**src/hw/potm_pkg.sv**
```systemverilog
// Constants for the pattern output trigger and mode control block
package potm_pkg;
    localparam int          POTM_NUM_GROUPS      = 4;
    localparam int          POTM_GROUP_BITS      = 4;
    localparam int          POTM_NUM_CHANNELS    = 4;
    localparam int          POTM_PINS            = POTM_NUM_GROUPS * POTM_GROUP_BITS;
    localparam int          POTM_SEL_BITS        = 2;
    localparam int          POTM_ADDR_BITS       = 12;
    // Byte offsets of the register words
    localparam logic [11:0] POTM_OFS_TRIG_SEL    = 12'h000;
    localparam logic [11:0] POTM_OFS_OUT_MODE    = 12'h004;
    localparam logic [11:0] POTM_OFS_PORT_DATA   = 12'h008;
    // Reset values
    localparam logic [7:0]  POTM_TRIG_SEL_RST    = 8'hFF;
    localparam logic [7:0]  POTM_OUT_MODE_RST    = 8'hF0;
    localparam logic [3:0]  POTM_MODE_FIXED_ONES = 4'hF;
    localparam logic [15:0] POTM_PORT_DATA_RST   = 16'h0000;
    // Field positions: group g selects with bits [2g+1:2g], mode bit g
    localparam int          POTM_MODE_LSB        = 0;
    localparam int          POTM_MODE_FIXED_LSB  = 4;
    localparam int          POTM_GRP3_SEL_LSB    = 6;
    localparam int          POTM_GRP2_SEL_LSB    = 4;
    localparam int          POTM_GRP1_SEL_LSB    = 2;
    localparam int          POTM_GRP0_SEL_LSB    = 0;
endpackage

```
**src/hw/potm_group.sv**
```systemverilog
// One four-bit pattern output group with its port data bits
`timescale 1ns/1ns
`default_nettype none
module potm_group
    import potm_pkg::*;
#(
    parameter int WIDTH = 4
) (
    input  wire logic             pclk,         // Bus clock
    input  wire logic             presetn,      // Async reset, active low
    input  wire logic             port_wr,      // Software write of port data
    input  wire logic [WIDTH-1:0] port_wdata,   // Port data write value
    input  wire logic             trig_a,       // Selected compare-match A
    input  wire logic             trig_b,       // Selected compare-match B
    input  wire logic             nonoverlap,   // Non-overlap mode
    input  wire logic [WIDTH-1:0] next_data,    // Next pattern data
    input  wire logic [WIDTH-1:0] next_enable,  // Next pattern enable
    output logic      [WIDTH-1:0] pattern_q     // Port data bits driven out
);
    logic [WIDTH-1:0] pattern_nxt;
    logic [WIDTH-1:0] clear_mask;

    always_comb begin
        pattern_nxt = pattern_q;
        clear_mask  = next_enable & ~next_data;
        if (port_wr) begin
            pattern_nxt = port_wdata;
        end
        if (trig_a) begin
            // Enabled bits copy next data, others hold
            pattern_nxt = (next_data & next_enable) | (pattern_nxt & ~next_enable);
        end else if (trig_b && nonoverlap) begin
            // Only zeros move on match B
            pattern_nxt = pattern_nxt & ~clear_mask;
        end
    end

    always_ff @(posedge pclk or negedge presetn) begin
        if (!presetn) begin
            pattern_q <= '0;
        end else begin
            pattern_q <= pattern_nxt;
        end
    end
endmodule
`default_nettype wire

```
**src/hw/potm_top.sv**
```systemverilog
// Trigger select and output mode control of the timing pattern unit
//
// Function
// - The trigger select register is 8-bit read/write, resets to all ones, survives standby.
// - Bits 7:6 of trigger select pick timer channel 0 to 3 for group 3 (pins 15 to 12).
// - Bits 5:4 of trigger select pick the timer channel for group 2 (pins 11 to 8).
// - Bits 3:2 of trigger select pick the timer channel for group 1 (pins 7 to 4).
// - Bits 1:0 of trigger select pick the timer channel for group 0 (pins 3 to 0).
// - The output mode register is 8 bits, resets to 0xF0, survives standby.
// - Output mode bits 7 to 4 always read as one and software writes ones there.
// - Output mode bits 3 to 0 choose ordinary (0) or non-overlap (1) for groups 3 to 0.
// - In ordinary mode a group updates only on match A of its selected channel.
// - In non-overlap mode ones and zeros are timed separately by match A and match B.
// - On a trigger each enabled bit copies next data, disabled bits hold their value.
// - In non-overlap mode match A transfers all enabled bits, match B only zero bits.
//
// Design decisions made here: the APB slave port and the placing of the registers.
`timescale 1ns/1ns
`default_nettype none
module potm_top
    import potm_pkg::*;
#(
    parameter int NUM_GROUPS = POTM_NUM_GROUPS,
    parameter int GROUP_BITS = POTM_GROUP_BITS
) (
    input  wire logic                      pclk,                  // Bus clock, 25 MHz
    input  wire logic                      presetn,               // Async reset, active low
    input  wire logic                      psel,                  // APB select
    input  wire logic                      penable,               // APB enable
    input  wire logic                      pwrite,                // APB direction
    input  wire logic [POTM_ADDR_BITS-1:0] paddr,                 // APB byte address
    input  wire logic [31:0]               pwdata,                // APB write data
    output logic      [31:0]               prdata,                // APB read data
    output logic                           pready,                // APB ready
    output logic                           pslverr,               // APB error
    input  wire logic [3:0]                match_a,               // Match A strobes, ch 3..0
    input  wire logic [3:0]                match_b,               // Match B strobes, ch 3..0
    input  wire logic [POTM_PINS-1:0]      next_pattern_data,     // Next data bits
    input  wire logic [POTM_PINS-1:0]      next_pattern_enable,   // Next data enables
    output logic      [POTM_PINS-1:0]      port_b_data_reg        // Pattern pin values
);
    logic [7:0]             pattern_trigger_select_r;
    logic [3:0]             pattern_output_mode_r;
    logic [31:0]            prdata_r;
    logic                   pslverr_r;
    logic                   setup_ph;
    logic                   access_ph;
    logic                   wr_trig_sel;
    logic                   wr_out_mode;
    logic                   wr_port;
    logic [NUM_GROUPS-1:0]  grp_trig_a;
    logic [NUM_GROUPS-1:0]  grp_trig_b;
    logic [7:0]             out_mode_view;

    // Picks one channel strobe by a two-bit selection
    function automatic logic pick_strobe(input logic [1:0] sel, input logic [3:0] strobes);
        pick_strobe = strobes[sel];
    endfunction

    // Register decode for one address
    function automatic logic hit(input logic [POTM_ADDR_BITS-1:0] a,
                                 input logic [POTM_ADDR_BITS-1:0] ofs);
        hit = (a == ofs);
    endfunction

    assign setup_ph      = psel && !penable;
    assign access_ph     = psel && penable;
    assign pready        = 1'b1;
    assign prdata        = prdata_r;
    assign pslverr       = pslverr_r && access_ph;
    assign wr_trig_sel   = access_ph && pwrite && hit(paddr, POTM_OFS_TRIG_SEL);
    assign wr_out_mode   = access_ph && pwrite && hit(paddr, POTM_OFS_OUT_MODE);
    assign wr_port       = access_ph && pwrite && hit(paddr, POTM_OFS_PORT_DATA);
    assign out_mode_view = {POTM_MODE_FIXED_ONES, pattern_output_mode_r};

    // Trigger select register, no standby clear
    always_ff @(posedge pclk or negedge presetn) begin
        if (!presetn) begin
            pattern_trigger_select_r <= POTM_TRIG_SEL_RST;
        end else if (wr_trig_sel) begin
            pattern_trigger_select_r <= pwdata[7:0];
        end
    end

    // Output mode register, upper bits fixed at one
    always_ff @(posedge pclk or negedge presetn) begin
        if (!presetn) begin
            pattern_output_mode_r <= POTM_OUT_MODE_RST[3:0];
        end else if (wr_out_mode) begin
            pattern_output_mode_r <= pwdata[3:0];
        end
    end

    // Read data latched in the setup phase
    always_ff @(posedge pclk or negedge presetn) begin
        if (!presetn) begin
            prdata_r  <= '0;
            pslverr_r <= 1'b0;
        end else if (setup_ph) begin
            prdata_r  <= '0;
            pslverr_r <= 1'b0;
            if (hit(paddr, POTM_OFS_TRIG_SEL)) begin
                prdata_r[7:0] <= pattern_trigger_select_r;
            end else if (hit(paddr, POTM_OFS_OUT_MODE)) begin
                prdata_r[7:0] <= out_mode_view;
            end else if (hit(paddr, POTM_OFS_PORT_DATA)) begin
                prdata_r[POTM_PINS-1:0] <= port_b_data_reg;
            end else begin
                pslverr_r <= 1'b1;
            end
        end
    end

    genvar g;
    generate
        for (g = 0; g < NUM_GROUPS; g++) begin : gen_grp
            localparam int LO = g * GROUP_BITS;
            // Per-group channel routing
            assign grp_trig_a[g] = pick_strobe(pattern_trigger_select_r[2*g +: 2],
                                               match_a);
            assign grp_trig_b[g] = pick_strobe(pattern_trigger_select_r[2*g +: 2],
                                               match_b);
            potm_group #(
                .WIDTH       (GROUP_BITS)
            ) u_group (
                .pclk        (pclk),
                .presetn     (presetn),
                .port_wr     (wr_port),
                .port_wdata  (pwdata[LO +: GROUP_BITS]),
                .trig_a      (grp_trig_a[g]),
                .trig_b      (grp_trig_b[g]),
                .nonoverlap  (pattern_output_mode_r[g]),
                .next_data   (next_pattern_data[LO +: GROUP_BITS]),
                .next_enable (next_pattern_enable[LO +: GROUP_BITS]),
                .pattern_q   (port_b_data_reg[LO +: GROUP_BITS])
            );
        end
    endgenerate

    // Checks
    logic [POTM_PINS-1:0] exp_copy;
    logic [POTM_PINS-1:0] exp_zero;
    assign exp_copy = (next_pattern_data & next_pattern_enable)
                    | (port_b_data_reg & ~next_pattern_enable);
    assign exp_zero = port_b_data_reg & ~(next_pattern_enable & ~next_pattern_data);

    // Channel choice taken straight from the register fields
    logic [1:0]           grp3_chan_sel;
    logic [1:0]           grp2_chan_sel;
    logic [1:0]           grp1_chan_sel;
    logic [1:0]           grp0_chan_sel;
    logic [3:0]           sel_match_a;
    logic [3:0]           sel_match_b;
    assign grp3_chan_sel = pattern_trigger_select_r[POTM_GRP3_SEL_LSB +: POTM_SEL_BITS];
    assign grp2_chan_sel = pattern_trigger_select_r[POTM_GRP2_SEL_LSB +: POTM_SEL_BITS];
    assign grp1_chan_sel = pattern_trigger_select_r[POTM_GRP1_SEL_LSB +: POTM_SEL_BITS];
    assign grp0_chan_sel = pattern_trigger_select_r[POTM_GRP0_SEL_LSB +: POTM_SEL_BITS];
    assign sel_match_a = {match_a[grp3_chan_sel], match_a[grp2_chan_sel],
                          match_a[grp1_chan_sel], match_a[grp0_chan_sel]};
    assign sel_match_b = {match_b[grp3_chan_sel], match_b[grp2_chan_sel],
                          match_b[grp1_chan_sel], match_b[grp0_chan_sel]};

    a_reset_values: assert property (@(posedge pclk)
        $rose(presetn) |-> pattern_trigger_select_r == POTM_TRIG_SEL_RST
                        && out_mode_view == POTM_OUT_MODE_RST)
        else $error("register reset values wrong");

    a_trig_sel_write: assert property (@(posedge pclk) disable iff (!presetn)
        wr_trig_sel |=> pattern_trigger_select_r == $past(pwdata[7:0]))
        else $error("trigger select write lost");

    a_mode_readback: assert property (@(posedge pclk) disable iff (!presetn)
        (setup_ph && !pwrite && hit(paddr, POTM_OFS_OUT_MODE))
        |=> prdata[7:4] == 4'hF && prdata[3:0] == $past(pattern_output_mode_r))
        else $error("output mode readback wrong");

    a_grp3_route: assert property (@(posedge pclk) disable iff (!presetn)
        (match_a[pattern_trigger_select_r[7:6]] && !wr_port)
        |=> port_b_data_reg[15:12] == $past(exp_copy[15:12]))
        else $error("group 3 trigger routing wrong");

    a_grp2_route: assert property (@(posedge pclk) disable iff (!presetn)
        (match_a[pattern_trigger_select_r[5:4]] && !wr_port)
        |=> port_b_data_reg[11:8] == $past(exp_copy[11:8]))
        else $error("group 2 trigger routing wrong");

    a_grp1_route: assert property (@(posedge pclk) disable iff (!presetn)
        (match_a[pattern_trigger_select_r[3:2]] && !wr_port)
        |=> port_b_data_reg[7:4] == $past(exp_copy[7:4]))
        else $error("group 1 trigger routing wrong");

    a_grp0_route: assert property (@(posedge pclk) disable iff (!presetn)
        (match_a[pattern_trigger_select_r[1:0]] && !wr_port)
        |=> port_b_data_reg[3:0] == $past(exp_copy[3:0]))
        else $error("group 0 trigger routing wrong");

    a_ordinary_ignores_b: assert property (@(posedge pclk) disable iff (!presetn)
        (!pattern_output_mode_r[1] && !grp_trig_a[1] && !wr_port)
        |=> $stable(port_b_data_reg[7:4]))
        else $error("ordinary group changed without match A");

    a_nonov_b_zeros: assert property (@(posedge pclk) disable iff (!presetn)
        (pattern_output_mode_r[0] && grp_trig_b[0] && !grp_trig_a[0] && !wr_port)
        |=> port_b_data_reg[3:0] == $past(exp_zero[3:0]))
        else $error("non-overlap match B transfer wrong");

    a_disabled_hold: assert property (@(posedge pclk) disable iff (!presetn)
        !wr_port |=> ((port_b_data_reg ^ $past(port_b_data_reg))
                      & ~$past(next_pattern_enable)) == '0)
        else $error("disabled bit changed");

    a_group_isolation: assert property (@(posedge pclk) disable iff (!presetn)
        (!grp_trig_a[3] && !grp_trig_b[3] && !wr_port) |=> $stable(port_b_data_reg[15:12]))
        else $error("group 3 moved on another group's trigger");

    // Register access
    a_trig_sel_hold: assert property (@(posedge pclk) disable iff (!presetn)
        !wr_trig_sel |=> $stable(pattern_trigger_select_r))
        else $error("trigger select changed without a write");

    a_trig_sel_readback: assert property (@(posedge pclk) disable iff (!presetn)
        (setup_ph && !pwrite && hit(paddr, POTM_OFS_TRIG_SEL))
        |=> prdata == {24'h00_0000, $past(pattern_trigger_select_r)})
        else $error("trigger select readback wrong");

    a_mode_write: assert property (@(posedge pclk) disable iff (!presetn)
        wr_out_mode |=> pattern_output_mode_r == $past(pwdata[3:0]))
        else $error("output mode write lost");

    a_mode_hold: assert property (@(posedge pclk) disable iff (!presetn)
        !wr_out_mode |=> $stable(pattern_output_mode_r))
        else $error("output mode changed without a write");

    a_unmapped_error: assert property (@(posedge pclk) disable iff (!presetn)
        (setup_ph && !hit(paddr, POTM_OFS_TRIG_SEL) && !hit(paddr, POTM_OFS_OUT_MODE)
            && !hit(paddr, POTM_OFS_PORT_DATA))
        |=> pslverr && prdata == '0)
        else $error("unmapped access not refused");

    a_mapped_no_error: assert property (@(posedge pclk) disable iff (!presetn)
        (setup_ph && (hit(paddr, POTM_OFS_TRIG_SEL) || hit(paddr, POTM_OFS_OUT_MODE)
            || hit(paddr, POTM_OFS_PORT_DATA)))
        |=> !pslverr)
        else $error("mapped access flagged as error");

    a_reset_outputs: assert property (@(posedge pclk)
        $rose(presetn) |-> port_b_data_reg == POTM_PORT_DATA_RST
                        && prdata == '0 && !pslverr)
        else $error("outputs not at reset values");

    a_port_readback: assert property (@(posedge pclk) disable iff (!presetn)
        (setup_ph && !pwrite && hit(paddr, POTM_OFS_PORT_DATA))
        |=> prdata == {16'h0000, $past(port_b_data_reg)})
        else $error("port data readback wrong");

    a_port_write: assert property (@(posedge pclk) disable iff (!presetn)
        (wr_port && sel_match_a == 4'h0 && sel_match_b == 4'h0)
        |=> port_b_data_reg == $past(pwdata[15:0]))
        else $error("port data write lost");

    // Non-overlap zero transfers on the routed match B, and match A winning when both arrive
    a_grp1_b_zeros: assert property (@(posedge pclk) disable iff (!presetn)
        (pattern_output_mode_r[1] && sel_match_b[1] && !sel_match_a[1] && !wr_port)
        |=> port_b_data_reg[7:4] == $past(exp_zero[7:4]))
        else $error("group 1 match B transfer wrong");

    a_grp2_b_zeros: assert property (@(posedge pclk) disable iff (!presetn)
        (pattern_output_mode_r[2] && sel_match_b[2] && !sel_match_a[2] && !wr_port)
        |=> port_b_data_reg[11:8] == $past(exp_zero[11:8]))
        else $error("group 2 match B transfer wrong");

    a_grp3_b_zeros: assert property (@(posedge pclk) disable iff (!presetn)
        (pattern_output_mode_r[3] && sel_match_b[3] && !sel_match_a[3] && !wr_port)
        |=> port_b_data_reg[15:12] == $past(exp_zero[15:12]))
        else $error("group 3 match B transfer wrong");

    a_match_a_wins: assert property (@(posedge pclk) disable iff (!presetn)
        (pattern_output_mode_r[1] && sel_match_a[1] && sel_match_b[1] && !wr_port)
        |=> port_b_data_reg[7:4] == $past(exp_copy[7:4]))
        else $error("group 1 match A lost to match B");

    // Ordinary groups hold without their match A
    a_grp0_ord_hold: assert property (@(posedge pclk) disable iff (!presetn)
        (!pattern_output_mode_r[0] && !sel_match_a[0] && !wr_port)
        |=> $stable(port_b_data_reg[3:0]))
        else $error("ordinary group 0 moved without match A");

    a_grp2_ord_hold: assert property (@(posedge pclk) disable iff (!presetn)
        (!pattern_output_mode_r[2] && !sel_match_a[2] && !wr_port)
        |=> $stable(port_b_data_reg[11:8]))
        else $error("ordinary group 2 moved without match A");

    a_grp3_ord_hold: assert property (@(posedge pclk) disable iff (!presetn)
        (!pattern_output_mode_r[3] && !sel_match_a[3] && !wr_port)
        |=> $stable(port_b_data_reg[15:12]))
        else $error("ordinary group 3 moved without match A");

    a_all_ordinary_hold: assert property (@(posedge pclk) disable iff (!presetn)
        (pattern_output_mode_r == 4'h0 && sel_match_a == 4'h0 && !wr_port)
        |=> $stable(port_b_data_reg))
        else $error("ordinary port moved on match B");

    // Groups ignore triggers routed to other groups
    a_grp0_isolation: assert property (@(posedge pclk) disable iff (!presetn)
        (!sel_match_a[0] && !sel_match_b[0] && !wr_port)
        |=> $stable(port_b_data_reg[3:0]))
        else $error("group 0 moved on another group's trigger");

    a_grp1_isolation: assert property (@(posedge pclk) disable iff (!presetn)
        (!sel_match_a[1] && !sel_match_b[1] && !wr_port)
        |=> $stable(port_b_data_reg[7:4]))
        else $error("group 1 moved on another group's trigger");

    a_grp2_isolation: assert property (@(posedge pclk) disable iff (!presetn)
        (!sel_match_a[2] && !sel_match_b[2] && !wr_port)
        |=> $stable(port_b_data_reg[11:8]))
        else $error("group 2 moved on another group's trigger");

    // Ones appear only on match A
    a_grp0_rise_on_a: assert property (@(posedge pclk) disable iff (!presetn)
        (!sel_match_a[0] && !wr_port)
        |=> (port_b_data_reg[3:0] & ~$past(port_b_data_reg[3:0])) == 4'h0)
        else $error("group 0 bit rose without match A");

    a_grp1_rise_on_a: assert property (@(posedge pclk) disable iff (!presetn)
        (!sel_match_a[1] && !wr_port)
        |=> (port_b_data_reg[7:4] & ~$past(port_b_data_reg[7:4])) == 4'h0)
        else $error("group 1 bit rose without match A");

    a_grp2_rise_on_a: assert property (@(posedge pclk) disable iff (!presetn)
        (!sel_match_a[2] && !wr_port)
        |=> (port_b_data_reg[11:8] & ~$past(port_b_data_reg[11:8])) == 4'h0)
        else $error("group 2 bit rose without match A");

    a_grp3_rise_on_a: assert property (@(posedge pclk) disable iff (!presetn)
        (!sel_match_a[3] && !wr_port)
        |=> (port_b_data_reg[15:12] & ~$past(port_b_data_reg[15:12])) == 4'h0)
        else $error("group 3 bit rose without match A");

    c_nonov_b_then_a: cover property (@(posedge pclk) disable iff (!presetn)
        pattern_output_mode_r[2] && grp_trig_b[2] ##[1:20] grp_trig_a[2]);

    c_shared_channel: cover property (@(posedge pclk) disable iff (!presetn)
        grp_trig_a == 4'hF && next_pattern_enable != '0);

    c_split_channels: cover property (@(posedge pclk) disable iff (!presetn)
        grp_trig_a[0] && !grp_trig_a[3]);

    c_slave_error: cover property (@(posedge pclk) disable iff (!presetn)
        pslverr);

    c_a_with_b: cover property (@(posedge pclk) disable iff (!presetn)
        pattern_output_mode_r[1] && grp_trig_a[1] && grp_trig_b[1]);
endmodule
`default_nettype wire

```
**config.mk**
```make
export PLATFORM = sky130hd
export DESIGN_NAME = potm_top
export DESIGN_NICKNAME = d
export VERILOG_FILES = /design/src/hw/potm_pkg.sv /design/src/hw/potm_group.sv /design/src/hw/potm_top.sv
export SDC_FILE = /design/constraint.sdc
export NUM_CORES = 1
export LEC_CHECK = 0
export ABC_AREA = 1
export ABC_CLOCK_PERIOD_IN_PS = 2500
export BUFFER_PORTS_ARGS = -buffer_cell sky130_fd_sc_hd__buf_2
export CORE_MARGIN = 1.5
export CORE_UTILIZATION = 35
export DETAILED_ROUTE_END_ITERATION = 8
export GPL_TIMING_DRIVEN = 0
export HOLD_SLACK_MARGIN = 0.08
export PLACE_DENSITY = 0.59
export SLEW_MARGIN = 20
export SYNTH_ARGS = -nofsm -noshare
export SYNTH_HDL_FRONTEND = slang
export SYNTH_HIERARCHICAL = 1
export SYNTH_SLANG_ARGS = --single-unit
```
**constraint.sdc**
```tcl
create_clock -name pclk -period 2.5 [get_ports pclk]
set_clock_uncertainty 0.05 [all_clocks]
set_input_delay 0.25 -clock pclk [delete_from_list [all_inputs] [get_ports pclk]]
set_output_delay 0.25 -clock pclk [all_outputs]
set_load 0.005 [all_outputs]
```
Word level (Yosys, flattened, before mapping)
Index checks and enable logic that the tools add are counted.
Widths: inputs -> output; s select.

cells by class
  eq/ne operators = 2
  mux-type cells = 36
  bitwise gates (word level) = 32
  reduce and logical (&&, ||, !) cells = 13
  $lt $le $gt $ge = 4

operators by type and width
  kind                 count
  $and 4x4->4          16
  $mux 4               12
  $not 4->4            12
  $mux 8               4
  $bmux 1 s2           8
  $mux 16              1
  $or 4x4->4           4
  $eq 12x3->1 const B  1
  $eq 12x4->1 const B  1
  $logic_not 12->1     1
  $lt 2x3->1 const B   4
  $logic_and 1x1->1    11
  $mux 1               11
  $logic_not 1->1      1

word-level totals
  register bits after elaboration = 45
  word-level logic and storage cells = 95
  bits of input ports = 89

Depth between registers and ports, before layout
  word-level depth = 7
  mapped depth = 11
  gate-level depth less buffers = 10

By module
Netlist, hierarchy kept.

modules (own cells, without submodules)
  module      cells each  area an instance (um2)  instances  sequential area each (um2)
  potm_top    250         1853.0                  1          735.7
  potm_group  44          257.7                   4          100.1

Worst setup path after synthesis
OpenSTA, ideal clock, no wires.

  path type = in2reg
  from = in paddr[9]
  to = reg gen_grp[0].u_group.pattern_q[1]
  cell stages on the path = 11
  required time = 2.337 ns
  slack = 0.392 ns
  arrival = 1.946 ns
  buffers on the path = 1
  cell sequence = nor2_1 -> nand2_1 -> nor2_4 -> buf_2 -> nand4_1 -> nor2_1 -> inv_2 -> nand2_1 -> nand3_1 -> nand2_1 -> inv_1

on the way
  word-level cells in the longest chain between the ends = 6
  elaborated cells between the ends (all ways) = 8
  those cells by class = 1 x eq/ne; 3 x mux; 3 x bitwise; 1 x reduce/logical

RTL lines
  element                                      line                                RTL
  from (decl)                                  potm_top.sv:31                      input wire logic [POTM_ADDR_BITS-1:0] paddr,
  $eq 12x4->1 (*)                              potm_top.sv:63                      hit = (a == ofs);
  $logic_and 1x1->1 (*)                        potm_top.sv:73                      assign wr_port = access_ph && pwrite && hit(paddr, POTM_OFS_PORT_DATA);
  named net wr_port                            potm_top.sv:50                      logic wr_port;
  $mux 4 (*)                                   potm_group.sv:26                    if (port_wr) begin
  $and 4x4->4 (on tied branches)               potm_group.sv:34, potm_group.sv:31
  $mux 4 or $or 4x4->4 (tied branches)         potm_group.sv:32, potm_group.sv:31
  $mux 4 (*)                                   potm_group.sv:29                    if (trig_a) begin
  named net gen_grp[0].u_group.pattern_nxt[1]  potm_group.sv:20                    logic [WIDTH-1:0] pattern_nxt;
  to (signal assigned)                         potm_group.sv:42                    pattern_q <= pattern_nxt;
  to (decl)                                    potm_group.sv:18                    output logic [WIDTH-1:0] pattern_q

The timed path passes the listed nets; every way through them passes the cells marked *.
A chain may end at the register's enable or synchronous reset.

Worst setup path after layout
  from = in paddr[7]
  to = reg gen_grp[1].u_group.pattern_q[2]

on the way
  word-level cells in the longest chain between the ends = 6
  elaborated cells between the ends (all ways) = 8
  those cells by class = 1 x eq/ne; 3 x mux; 3 x bitwise; 1 x reduce/logical

RTL lines
  element                                      line
  $eq 12x4->1 (*)                              potm_top.sv:63
  $logic_and 1x1->1 (*)                        potm_top.sv:73
  named net wr_port                            potm_top.sv:50
  $mux 4 (*)                                   potm_group.sv:26
  $and 4x4->4 (on tied branches)               potm_group.sv:34, potm_group.sv:31
  $mux 4 or $or 4x4->4 (tied branches)         potm_group.sv:32, potm_group.sv:31
  $mux 4 (*)                                   potm_group.sv:29
  named net gen_grp[1].u_group.pattern_nxt[2]  potm_group.sv:20
  to (signal assigned)                         potm_group.sv:42
  to (decl)                                    potm_group.sv:18

Marked as above.

==> flow_metrics.tcl <==
set metrics [dict create \
    result_of_the_run "finished clean" \
    initial_utilization_pct 36.8 \
    cts-root-to-sink-buffers 2 \
    dieHeight_um 93.8 \
    postCtsSetupRepairBufs 0 \
    cts_buffers 5 \
    std_cell_rows 32 \
    p_int_mw 1.10 \
    cts.reportedPaths.clkPinSlew_ns 0.09 \
    antenna_found_initial 0 \
    report.final.slew_viol_count 0 \
    p_comb_share_pct 18.8 \
    post_synth_instance_area_um2 2880 \
    design.die.area_um2 8790 \
    worstHoldPathType "primary input to flop" \
    rsz0062_at_grt "false" \
    crit_path_max_cell_delay_ns 0.31 \
    power.total_mw 1.57 \
    gp_routability_congestion 0.861 \
    grt_first_pass_wirelength_mm 13.1 \
    drc 0 \
    die_x_extent_um 93.8 \
    synth_warnings 6 \
    max_freq_mhz 561 \
    cp_slowest_cell "sky130_fd_sc_hd__nor2_2" \
    grt.met2_usage_pct 31.2 \
    grt_max_degree 46 \
    final_total_negative_setup_slack_ns 0 \
    grt.met1_usage_pct 26.1 \
    path_cells "buf_2 > nor2_1 > nand2_1 > nor2_4 > buf_2 > nand4_1 > nor2_2 > buf_8 > inv_2 > nand2_1 > nand3_1 > nand2_1 > inv_1" \
    syn_area_per_cell_um2 6.77 \
    tritoncts_clock_tree "built" \
    core-area_um2 7850 \
    routed_wirelength_mm 7.94 \
    leakagePower_nw 2.20 \
    drtPass1Iterations 5 \
    synth.lib_cells_used.distinct 23 \
    yosys-top-cells-area "sky130_fd_sc_hd__dfrtp_1, sky130_fd_sc_hd__nand2_1, sky130_fd_sc_hd__nand3_1" \
    final_min_period_over_clock_period_pct 71.4 \
    p_sw_uw 467 \
    timing.final.setup_violations 0 \
    layout_commonest_cell "sky130_fd_sc_hd__nand2_1" \
    met3_usage_pct 2.91 \
    areaGrowthSynthToFinish_pct 28.9 \
    pwr-share-seq_pct 50.9 \
    routed_via_count 2992 \
    fin_crit_ns 1.78 \
    tritoncts_num_sinks 45 \
    grt-ovfl-total 0 \
    final_layout_size_suffix_gt1_share_pct 31.5 \
    number_of_i_o_port_buffers 105 \
    clock-root-buffer "sky130_fd_sc_hd__clkbuf_8" \
    track_usage_pct 19.1 \
    first_iter_violations 165 \
    worst-setup-path-type "primary input to flop" \
    htree_levels 2 \
    cell_taking_the_most_area_after_synthesis "sky130_fd_sc_hd__dfrtp_1" \
    finalNetCount 644 \
    power.share.switching_pct 29.8 \
    ys_seq_area_share_pct 39.4 \
    clk_latency_ns 0.30 \
    synthCells 426 \
    drv_cap 0 \
    timing.slew.headroom_pct 62.5 \
    dp_hpwl_mm 6.36 \
    ys_seq_elements 45 \
    synth_largest_type_area_fraction_pct 32.1 \
    final.fill_count 859 \
    final_cell_mix "sky130_fd_sc_hd__nand2_1, sky130_fd_sc_hd__buf_2, sky130_fd_sc_hd__inv_1" \
    power.density_nw_per_um2 422 \
    critical_path_arrival_ns 1.94 \
    vias_per_cell 4.55 \
    critical-path-top-cell-by-count "sky130_fd_sc_hd__nand2_1" \
    grt_pass1_vias 2781 \
    biggest_fanout_along_the_worst_timing_path 15 \
    diodes 0 \
    antenna_violating_nets_post_route 0 \
    cp-end-kind "flop" \
    timing.critical_path.from_type "primary input" \
    hold_viol_final 0 \
    max-vdd-ir-drop_uv 177 \
    global_route.peak_usage_layer "met2" \
    clock_power_share_pct 30.3 \
    io-pin-count 139 \
    required_time_at_the_worst_slack_endpoint_ns 2.66 \
    worst_max_slew_pin_slew_ns 0.563 \
    post_drt_wl_per_cell_um 12.1 \
]
## metrics by stage
step | setup WS (ns) | hold WS, ns | std cells | cell area [um^2] | utilization (%)
2_1_floorplan | 0.392 | -0.0956 | 441 | 2940 | -
3_3_place_gp | -0.417 | 0.412 | 648 | 3590 | 45.8
3_5_place_dp | 0.372 | 0.413 | 649 | 3610 | 46.0
4_1_cts | 0.692 | 0.0869 | 657 | 3700 | 47.2
5_1_grt | 0.515 | 0.104 | 658 | 3720 | 47.4
6_report | 0.716 | 0.111 | 658 | 3720 | 47.4
## critical path: cells and delay by family
family	cells	cell delay, ns
buf+inv	5	0.65
simple gates	8	1.02
## cell families after synthesis
logic type / synth area share [%]
AOI/OAI and AO/OA: 8.42
buffers and inverters: 13.9
and+or+nand+nor: 38.0
DFF: 39.4
other: 0.260
## worst paths after layout
path	cells past startpoint	to	startpoint	slack, ns
max in group asynchronous	2	prdata[1]$_DFFE_PN0P_	presetn	1.58
worst min-delay path	3	pattern_trigger_select_r[4]$_DFFE_PN1P_	pwdata[4]	0.11
worst max-delay path	13	gen_grp[1].u_group/pattern_q[2]$_DFF_PN0_	paddr[7]	0.72
worst max register to register	7	gen_grp[3].u_group/pattern_q[0]$_DFF_PN0_	pattern_trigger_select_r[6]$_DFFE_PN1P_	0.95
worst min register to register	2	prdata[2]$_DFFE_PN0P_	prdata[2]$_DFFE_PN0P_	0.43
min in group asynchronous	2	gen_grp[0].u_group/pattern_q[1]$_DFF_PN0_	presetn	0.42
## power by group through the flow
stage	clock network, mW	registers [mW]	logic [mW]
6_report	0.476	0.799	0.295
5_1_grt	0.518	0.805	0.338
4_1_cts	0.494	0.800	0.297
3_5_place_dp	0	0.813	0.296
3_3_place_gp	0	0.814	0.291
2_1_floorplan	0	0.805	0.147
## metal layers
metal  wire [um]  up-vias
li1            -     1551
met1        3700     1333
met2        3690      101
met3         451        7
met4         109        0
met5           0        -
## layout make-up
class | instances | area, um^2 | area share (%)
plain buffers | 23 | 168 | 4.51
clock buffers | 5 | 68.8 | 1.85
clock inverters | 3 | 25.0 | 0.673
inverters | 62 | 233 | 6.26
multi-input cells | 311 | 1410 | 37.8
flip-flops and latches | 45 | 1140 | 30.6
well taps | 102 | 128 | 3.43
repair buffers | 107 | 553 | 14.9
## synth_stat cells, drive strengths merged
cell and n:
buf 23, conb 2, dfrtp 37, dfstp 8, inv 62, nand2 147
nand3 50, nand4 2, nor2 45, o21ai 37, o22ai 8, or2 5
## repair_timing
| action | 4_1_cts | 5_1_grt |
|---|---|---|
| gates resized for setup | 0 | 0 |
| hold buffers | 0 | 1 |
| hold endpoints to repair | 0 | 37 |
| endpoints found under the setup margin | 0 | 0 |
## registers in the layout, summed over array words and instances (netlist names)
name and cells:
gen_grp.u_group/pattern_q 16, pattern_output_mode_r 4, pattern_trigger_select_r 8, prdata 16, pslverr_r 1
Power figures use the tool's default switching activity.
